<file path="src/jack_sense_pkg.sv">
// package: register map, field positions, reset values and timing for
// the jack sense and mute control block
// assumes a 16-bit register port and a single 25 MHz clock
package jack_sense_pkg;

  localparam int unsigned clk_hz = 25000000;
  localparam int unsigned qualify_ms = 278;
  localparam int unsigned qualify_cycles = (clk_hz / 1000) * qualify_ms;

  localparam logic [7:0] jack_sense_control_status_off = 8'h72;
  localparam logic [7:0] serial_configuration_off = 8'h74;
  localparam logic [7:0] jack_output_state_off = 8'h78;

  localparam logic [15:0] jack_sense_reset = 16'h0000;
  localparam logic [15:0] serial_configuration_reset = 16'h1001;
  localparam logic [15:0] serial_cfg_writable = 16'hfd77;

  localparam int unsigned bit_a_irq = 0;
  localparam int unsigned bit_b_irq = 1;
  localparam int unsigned bit_a_level = 2;
  localparam int unsigned bit_b_level = 3;
  localparam int unsigned bit_a_mode = 4;
  localparam int unsigned bit_a_qualify = 6;
  localparam int unsigned bit_a_eqb = 8;
  localparam int unsigned bit_mute_lo = 10;
  localparam int unsigned bit_a_dmx = 13;
  localparam int unsigned bit_b_dmx = 14;
  localparam int unsigned bit_spread = 15;
  localparam int unsigned bit_irq_path = 4;

  typedef struct packed {
    logic headphone_output;
    logic front_output;
    logic center_sub_output;
    logic mono_output;
  } forced_silence_t;

  typedef struct packed {
    logic [7:0] addr;
    logic [15:0] wdata;
    logic wr;
    logic rd;
  } reg_req_t;

endpackage

</file>
<file path="src/jack_sense_ctrl.sv">
// jack sense control: registers, irq flags, mute matrix, feature gates
// assumes synchronous sense pins with external pull-downs, 16-bit port
// Function
// - pin a event sets its irq flag; stays until software writes zero or a soft reset
// - pin b has an identical sticky irq flag
// - system interrupt is OR of both sticky flags
// - software writing one sets a flag and raises interrupt
// - level bits read live pin state; writes ignored
// - mode bit per pin: zero jack sense, one interrupt
// - with filter on, pin high only after more than 278 ms
// - per-pin enable plus sensed high bypasses equalizer
// - code one: front and center follow pin b
// - code two: headphone, center follow pin b; mono opposite
// - code four: headphone active; front/center/mono by both pins
// - code five: three outputs follow pin b; mono when both low
// - forced mute or forced active overrides volume mute
// - empty jack reads zero, inserted plug reads one
// - pin a downmix enable and pin a high activate downmix
// - spread enable with both pins high, or force, spreads
// - path select routes irq to slot 12 bit 0 or slot 6
// - serial configuration survives soft reset
// - jack register fully read/write except the level bits
// - downmix force one always downmixes, else pin gated
//
// Added by the designer: the plain strobed port.
`timescale 1ns/1ps
module jack_sense_ctrl #(
  parameter int unsigned hold_cycles = jack_sense_pkg::qualify_cycles
) (
  input wire logic ref_clk,
  input wire logic sys_rst,
  input wire logic soft_rst,
  input wire logic sense_pin_a,
  input wire logic sense_pin_b,
  input wire jack_sense_pkg::reg_req_t req,
  input wire logic downmix_control,
  input wire logic spread_force,
  input wire jack_sense_pkg::forced_silence_t volume_mute,
  output logic [15:0] rdata,
  output logic system_irq,
  output logic irq_slot12,
  output logic irq_slot6,
  output jack_sense_pkg::forced_silence_t forced_silence,
  output jack_sense_pkg::forced_silence_t output_mute,
  output logic eq_bypass,
  output logic downmix_active,
  output logic spread_active
);
  import jack_sense_pkg::*;

  logic [15:0] js_reg;
  logic [15:0] serial_reg;
  logic [1:0] sensed;
  logic [1:0] sensed_d_reg;
  logic [1:0] raw_pin;
  logic [1:0] irq_event;
  logic [2:0] jack_mute_select;
  forced_silence_t forced_silence_next;
  forced_silence_t factive_next;
  logic wr_js;
  logic wr_sc;

  assign raw_pin = {sense_pin_b, sense_pin_a};
  assign wr_js = req.wr && (req.addr == jack_sense_control_status_off);
  assign wr_sc = req.wr && (req.addr == serial_configuration_off);
  assign jack_mute_select = js_reg[bit_mute_lo +: 3];

  genvar g;
  generate
    for (g = 0; g < 2; g++) begin : pin_gen
      pin_qualifier #(
        .hold_cycles(hold_cycles)
      ) u_qual (
        .ref_clk(ref_clk),
        .sys_rst(sys_rst),
        .pin(raw_pin[g]),
        .qualify_enable(js_reg[bit_a_qualify + g]),
        .sensed(sensed[g])
      );
      // interrupt mode pins raise on a qualified rising edge
      assign irq_event[g] = js_reg[bit_a_mode + g] &&
                            sensed[g] && !sensed_d_reg[g];
    end
  endgenerate

  always_ff @(posedge ref_clk) begin
    if (sys_rst) begin
      sensed_d_reg <= 2'b00;
    end else begin
      sensed_d_reg <= sensed;
    end
  end

  // jack register: soft reset clears it like a full reset
  always_ff @(posedge ref_clk) begin
    if (sys_rst || soft_rst) begin
      js_reg <= jack_sense_reset;
    end else begin
      if (wr_js) begin
        js_reg <= req.wdata;
      end
      // hardware set beats a software clear in the same cycle
      if (irq_event[0]) begin
        js_reg[bit_a_irq] <= 1'b1;
      end
      if (irq_event[1]) begin
        js_reg[bit_b_irq] <= 1'b1;
      end
      // level bits reload from the live pins every cycle; writes never stick
      js_reg[bit_a_level] <= sensed[0];
      js_reg[bit_b_level] <= sensed[1];
    end
  end

  // serial config: only a full reset restores it
  always_ff @(posedge ref_clk) begin
    if (sys_rst) begin
      serial_reg <= serial_configuration_reset;
    end else if (wr_sc) begin
      serial_reg <= req.wdata & serial_cfg_writable;
    end
  end

  always_ff @(posedge ref_clk) begin
    if (sys_rst) begin
      rdata <= 16'h0;
    end else if (req.rd) begin
      unique case (req.addr)
        jack_sense_control_status_off: begin
          rdata <= {js_reg[15:4], sensed, js_reg[1:0]};
        end
        serial_configuration_off: begin
          rdata <= serial_reg;
        end
        jack_output_state_off: begin
          rdata <= {8'h0, forced_silence, output_mute};
        end
        default: begin
          rdata <= 16'h0;
        end
      endcase
    end else begin
      rdata <= 16'h0;
    end
  end

  // mute matrix; index b is pin b, a is pin a
  always_comb begin
    forced_silence_next = '0;
    factive_next = '0;
    unique case (jack_mute_select)
      3'h0: begin
        factive_next = 4'hf;
      end
      3'h1: begin
        factive_next.headphone_output = 1'b1;
        factive_next.mono_output = 1'b1;
        factive_next.front_output = sensed[1];
        factive_next.center_sub_output = sensed[1];
        forced_silence_next.front_output = !sensed[1];
        forced_silence_next.center_sub_output = !sensed[1];
      end
      3'h2: begin
        factive_next.front_output = 1'b1;
        factive_next.headphone_output = sensed[1];
        factive_next.center_sub_output = sensed[1];
        factive_next.mono_output = !sensed[1];
        forced_silence_next.headphone_output = !sensed[1];
        forced_silence_next.center_sub_output = !sensed[1];
        forced_silence_next.mono_output = sensed[1];
      end
      3'h4: begin
        factive_next.headphone_output = 1'b1;
        factive_next.front_output = !sensed[1] && sensed[0];
        factive_next.center_sub_output = !sensed[1] && sensed[0];
        factive_next.mono_output = !sensed[1] && !sensed[0];
        forced_silence_next.front_output = sensed[1] || !sensed[0];
        forced_silence_next.center_sub_output = sensed[1] || !sensed[0];
        forced_silence_next.mono_output = sensed[1] || sensed[0];
      end
      3'h5: begin
        factive_next.headphone_output = sensed[1];
        factive_next.front_output = sensed[1];
        factive_next.center_sub_output = sensed[1];
        factive_next.mono_output = !sensed[1] && !sensed[0];
        forced_silence_next.headphone_output = !sensed[1];
        forced_silence_next.front_output = !sensed[1];
        forced_silence_next.center_sub_output = !sensed[1];
        forced_silence_next.mono_output = sensed[1] || sensed[0];
      end
      default: begin
        // reserved codes leave volume registers in charge
        forced_silence_next = '0;
        factive_next = '0;
      end
    endcase
  end

  always_ff @(posedge ref_clk) begin
    if (sys_rst) begin
      forced_silence <= '0;
      output_mute <= '0;
    end else begin
      forced_silence <= forced_silence_next;
      // forcing beats the volume mute bit either way
      output_mute <= forced_silence_next | (volume_mute & ~factive_next);
    end
  end

  always_ff @(posedge ref_clk) begin
    if (sys_rst) begin
      system_irq <= 1'b0;
      irq_slot12 <= 1'b0;
      irq_slot6 <= 1'b0;
    end else begin
      system_irq <= js_reg[bit_a_irq] | js_reg[bit_b_irq];
      irq_slot12 <= (js_reg[bit_a_irq] | js_reg[bit_b_irq]) &&
                    !serial_reg[bit_irq_path];
      irq_slot6 <= (js_reg[bit_a_irq] | js_reg[bit_b_irq]) &&
                   serial_reg[bit_irq_path];
    end
  end

  always_ff @(posedge ref_clk) begin
    if (sys_rst) begin
      eq_bypass <= 1'b0;
      downmix_active <= 1'b0;
      spread_active <= 1'b0;
    end else begin
      eq_bypass <= |(js_reg[bit_a_eqb +: 2] & sensed);
      downmix_active <= downmix_control ||
                        |(js_reg[bit_a_dmx +: 2] & sensed);
      spread_active <= spread_force ||
                       (js_reg[bit_spread] && &sensed);
    end
  end
endmodule

</file>
<file path="src/pin_qualifier.sv">
// one sense pin: level taken as synchronous; optional long-high filter
// assumes the pin is already synchronous to ref_clk
`timescale 1ns/1ps
module pin_qualifier #(
  parameter int unsigned hold_cycles = 6950000
) (
  input wire logic ref_clk,
  input wire logic sys_rst,
  input wire logic pin,
  input wire logic qualify_enable,
  output logic sensed
);
  import jack_sense_pkg::*;

  logic [31:0] count_reg;

  // counter restarts on any low or when filtering is off
  always_ff @(posedge ref_clk) begin
    if (sys_rst || !pin || !qualify_enable) begin
      count_reg <= 32'h0;
    end else if (count_reg <= hold_cycles) begin
      count_reg <= count_reg + 32'h1;
    end
  end

  // strictly longer than the hold time before high is believed
  always_comb begin
    if (qualify_enable) begin
      sensed = pin && (count_reg > hold_cycles);
    end else begin
      sensed = pin;
    end
  end
endmodule
</file>
<file path="config.mk">
export PLATFORM = sky130hd
export DESIGN_NAME = jack_sense_ctrl
export DESIGN_NICKNAME = d
export VERILOG_FILES = /design/src/jack_sense_pkg.sv /design/src/jack_sense_ctrl.sv /design/src/pin_qualifier.sv
export SDC_FILE = /design/constraint.sdc
export NUM_CORES = 1
export LEC_CHECK = 0
export BUFFER_PORTS_ARGS = -buffer_cell sky130_fd_sc_hd__buf_2
export CAP_MARGIN = 30
export CORE_ASPECT_RATIO = 1.2
export CORE_UTILIZATION = 32
export CTS_CLUSTER_DIAMETER = 80
export CTS_CLUSTER_SIZE = 24
export DETAILED_ROUTE_END_ITERATION = 6
export PLACE_DENSITY = 0.58
export SLEW_MARGIN = 20
export SYNTH_ARGS = -nofsm -noshare
export SYNTH_HDL_FRONTEND = slang
export SYNTH_SLANG_ARGS = --single-unit
export TNS_END_PERCENT = 30
</file>
<file path="constraint.sdc">
create_clock -name ref_clk -period 2.2 [get_ports ref_clk]
set_input_delay 0.22 -clock ref_clk [delete_from_list [all_inputs] [get_ports ref_clk]]
set_output_delay 0.22 -clock ref_clk [all_outputs]
set_load 0.01 [all_outputs]
</file>
# After elaboration in Yosys (flattened, before gate mapping)
# Index checks and enable logic that the tools add are counted.
[word_totals]
regBits = 123
latch_bits = 0
ramBits = 0
mem_bits_ro = 0
inputBits = 37
output_inout_bits = 30
word_cells = 95
memories = 0
[classes]
addsub = 2
multipliers = 0
div = 0
order_cmp = 4
eq_ne = 7
n_shift = 0
n_mux = 11
bitwise_logic = 7
n_reduce_logical = 42
[ops]
columns = ["cell", "n"]
rows = [
  ["$add 32x1->32 const B", 2],
  ["$gt 32x23->1 const B", 2],
  ["$le 32x23->1 const B", 2],
  ["$pmux 16 s3", 1],
  ["$eq 8x7->1 const B", 3],
  ["$pmux 4 s5", 1],
  ["$logic_and 1x1->1", 13],
  ["$reduce_or 2->1", 6],
  ["$logic_not 1->1", 9],
  ["$logic_or 1x1->1", 9],
  ["$eq 3x3->1 const B", 2],
  ["$pmux 1 s2", 3],
  ["$mux 1", 5],
  ["$and 2x2->2", 2],
  ["$and 4x4->4", 1],
  ["$not 4->4", 1],
  ["$or 4x4->4", 1],
  ["$reduce_bool 2->1", 2],
  ["$eq 3x1->1 const B", 1],
  ["$eq 3x2->1 const B", 1],
  ["$logic_not 3->1", 1],
  ["$reduce_or 3->1", 1],
  ["$mux 2", 1],
  ["$reduce_and 2->1", 1],
  ["2 further kinds", 2],
]

# Depth between registers and ports, before layout
[depth]
depth_word = 9
mapped_depth = 10
depth_no_buf = 9

# Modules after synthesis
# Synthesis repeated with hierarchy kept, for this count alone.
[unflattened]
cells_unflattened = 598
hier_area_um2 = 5278.8
[by_module_without_submodules]
columns = ["mod", "instances", "cells_per_inst", "area_each_um2", "seq_area_each_um2"]
rows = [
  ["pin_qualifier", 2, 165, 1492.7, 640.6],
  ["jack_sense_ctrl", 1, 268, 2293.4, 1181.1],
]

# Worst setup path before layout
# No wires, ideal clock.
[synth_timing]
path_type = "register to register"
startpoint = "register pin_gen[1].u_qual.count_reg[18]"
endpoint = "register pin_gen[1].u_qual.count_reg[19]"
setup_time_ns = 0.116
arrival_ns = 1.801
required_ns = 2.084
setup_slack_ns = 0.283
path_stages_with_launch = 10
n_path_buf = 2
period_less_slack_ns = 1.917
cell_sequence = "dfxtp_1 -> buf_6 -> or3b_1 -> and4bb_1 -> nand3_1 -> o21ai_2 -> buf_6 -> and2_1 -> a31oi_1 -> a41o_1"
[synth_via]
elab_chain_cells = 1
word_cells_on_any_way = 2
classes_between = "add/sub (1); order compare (1)"
[synth_lines]
columns = ["element", "line", "rtl"]
rows = [
  ["from (decl)", "pin_qualifier.sv:15", "logic [31:0] count_reg;"],
  ["from (signal assigned)", "pin_qualifier.sv:22", "count_reg <= count_reg + 32'h1;"],
  ["$add 32x1->32 / $le 32x23->1 (equally long branches)", "pin_qualifier.sv:22, pin_qualifier.sv:21", ""],
]
# Several ways; a longest one is shown, not always the timed one.
# A chain may end at the register's enable or synchronous reset.

# Final worst setup path
[layout_timing]
startpoint = "register pin_gen[0].u_qual.count_reg[12]"
endpoint = "register pin_gen[0].u_qual.count_reg[15]"
[layout_via]
elab_chain_cells = 1
word_cells_on_any_way = 2
classes_between = "add/sub (1); order compare (1)"
[layout_lines]
columns = ["element", "line"]
rows = [
  ["from (decl)", "pin_qualifier.sv:15"],
  ["from (signal assigned)", "pin_qualifier.sv:22"],
  ["$add 32x1->32 / $le 32x23->1 (equally long branches)", "pin_qualifier.sv:22, pin_qualifier.sv:21"],
]
# Several ways; a longest one is shown, not always the timed one.

==> out/metrics.yaml <==
hold_viol: 0
final_util: 0.422
start_util: 0.326
setup.worst_path.end_class: "flop"
path_delay_family: "simple AND/OR/NAND/NOR gates"
num_io_pins: 67
gp_congestion: 0.807
cp-startpoint: "pin_gen[0].u_qual.count_reg[12]$_SDFFE_PP0P_"
timing.rr.start: "pin_gen[0].u_qual.count_reg[12]$_SDFFE_PP0P_"
worst_slack_ns: -0.00660
async_flop_share: 0
die_h_um: 143
grt_pass1_vias: 4350
critPathMaxFanout: 7
crit_required_ns: 2.54
status: "finished with violations"
rows: 51
ir_drop_mv: 0.519
multiInputGateArea_um2: 2760
whs_ns: 0.0198
r2r_slack_ns: -0.007
yosys-top-cells-count: "123 x dfxtp_1, 83 x nand2_1, 65 x nor2_1"
synth.most_common_cell: "dfxtp_1"
cp-start-kind: "flop"
drive_above_1_share: 0.271
worst_ep_arrival_time_ns: 2.54
vias_per_cell: 5.11
die_x_um: 119
floorplan.die_area_um2: 17000
antenna_found_initial: 0
finalWirelength_mm: 13.2
post_drt_wl_per_cell_um: 14.5
synthesis.area_um2: 5280
cts-hold-fix-buffers: 0
p_per_area_nw_per_um2: 767
ant_nets: 0
setup_violations: 1
drc: 1
avgSynthCellArea_um2: 8.94
synth_nets: 631
critical_path.slowest_cell: "or4_4"
largest_reg_flops: 64
finClkSkew_ns: 0.00699
max_slew_margin: 0.516
yosys.area.top_type_share: 0.467
reg2reg_depth: 7
min_period_over_period: 1.00
place_area_um2: 5980
yosysWarnings: 0
cap_viol_max_count: 0
final_area_um2: 6840
grt_pass1_wl_mm: 20.9
htreeDepth: 4
cts.sinks: 123
holdPathStages: 3
place_inst: 871
drt_iter0_drc: 275
nFillCells: 1598
synth_edf_count: 0
synth-main-ff-cell: "dfxtp_1"
yosysTopAreaCell: "dfxtp_1"
first_pass_iters: 7
grt_usage: 0.157
grt-ovfl-total: 0
rsz0062_at_grt: "true"
worst_pin_slew_ns: 0.726
fin_crit_ns: 2.21
cts_tree: "built"
port_buffers: 65
hpwl_mm: 9.20
fin_nets: 729
syn_inst: 590
syn_to_final_growth_pct: 29.7
cp_cell_sequence: "nor4_4 -> nand4_1 -> or2_1 -> o21ai_4 -> nand3_4 -> or4_4 -> a21oi_2"
num_vias: 4662
ys_types: 61
leakage_nw: 2.50
diodes: 0
fmax_ghz: 0.453
root_buffer: "clkbuf_16"
grt_max_degree: 24
violations: "design-rule violations, negative setup slack"
critical_path_buf_inv_count: 0
clock_latency_ns: 0.42
critPathMaxStageDelay_ns: 0.51
reg2reg_to: "pin_gen[0].u_qual.count_reg[15]$_SDFFE_PP0P_"
design.core.area_um2: 16200
ys_ff_latch: 123
cp_num_cells: 7
dp_slack_ns: -0.0518
regArea_um2: 2480
seq_area_frac_synth: 0.467
cts_buffer_depth: 2
cts_buffers: 17
ys_top_cells_by_area: "dfxtp_1 47%, nand2_1 5.9%, nor2_1 4.6%"
hp-class: "in -> reg"
min_to: "spread_active$_SDFF_PP0_"
fin_cells: 912
min_from: "spread_force"
cts.clk_slew.worst_paths_ns: 0.06
slew_violations: 0
crit_type: "reg -> reg"
-- report_power, final --
part / internal (mW) / total (mW) / switching (mW)
clock network: 1.89 / 2.92 / 1.03
registers: 2.23 / 2.23 / 0.00164
logic: 0.0403 / 0.0962 / 0.0559
-- cell type report --
class	instances	area share
flip-flops and latches	123	0.362
multi-input cells	425	0.403
inverters	12	0.00658
clock buffers	17	0.0622
well taps	212	0.0388
clock inverters	14	0.0289
repair buffers	109	0.0986
-- cells in the final DEF (no fill, tap or decap), types with 17 or more instances in the layout --
master | synthesis | routed
a21oi_1 | 38 | 33
and2_1 | 26 | 26
buf_2 | 5 | 65
buf_4 | 2 | 39
clkbuf_16 | 0 | 17
dfxtp_1 | 123 | 116
nand2_1 | 83 | 83
nand4_1 | 24 | 24
nor2_1 | 65 | 65
xor2_1 | 19 | 19
-- worst register-to-register path, delay by kind of cell, from the launching register on --
family	cells	cell delay [ns]
and+or+nand+nor	5	1.54
AOI/OAI and AO/OA	2	0.25
DFF	1	0.35
-- what timing repair did --
action / CTS / global route
pin swaps: 0 / 20
resized for setup: 2 / 40
buffers inserted: 0 / 9
gates cloned: 0 / 1
setup endpoints to repair: 12 / 24
-- cells by family (layout without fill, tap and decap cells) --
family / Yosys count / count (layout) / share of synthesized area
adder cells (fa/ha/maj): 4 / 4 / 0.00949
flip-flops: 123 / 123 / 0.467
XOR/XNOR: 28 / 28 / 0.0465
buffers and inverters: 43 / 152 / 0.0389
AO/OA/AOI/OAI: 106 / 106 / 0.134
AND/OR/NAND/NOR: 286 / 287 / 0.304
-- per-stage QoR --
step	total power [mW]	TNS (ns)
final	5.25	-0.00660
after global routing	5.43	-0.340
after CTS	5.31	-0.0376
after detailed placement	2.38	-0.207
after global placement	2.38	0
after floorplan	2.32	0
-- metal layers --
metal	global-route usage	vias up	share of wire
met5	0	-	0
met4	0.0573	0	0.015
met3	0.0471	17	0.048
met2	0.265	129	0.50
met1	0.187	2212	0.44
li1	-	2304	-
-- how the worst max path moves through the flow --
stage | to | slack, ns
floorplan | pin_gen[1].u_qual.count_reg[19]$_SDFFE_PP0P_ | 0.28
global placement | output_mute[2]$_SDFF_PP0_ | 0.02
detailed placement | output_mute[2]$_SDFF_PP0_ | -0.05
CTS | pin_gen[0].u_qual.count_reg[13]$_SDFFE_PP0P_ | -0.02
global route | pin_gen[0].u_qual.count_reg[15]$_SDFFE_PP0P_ | -0.07
finish | pin_gen[0].u_qual.count_reg[15]$_SDFFE_PP0P_ | -0.007
(Power assumes the default switching activity.)
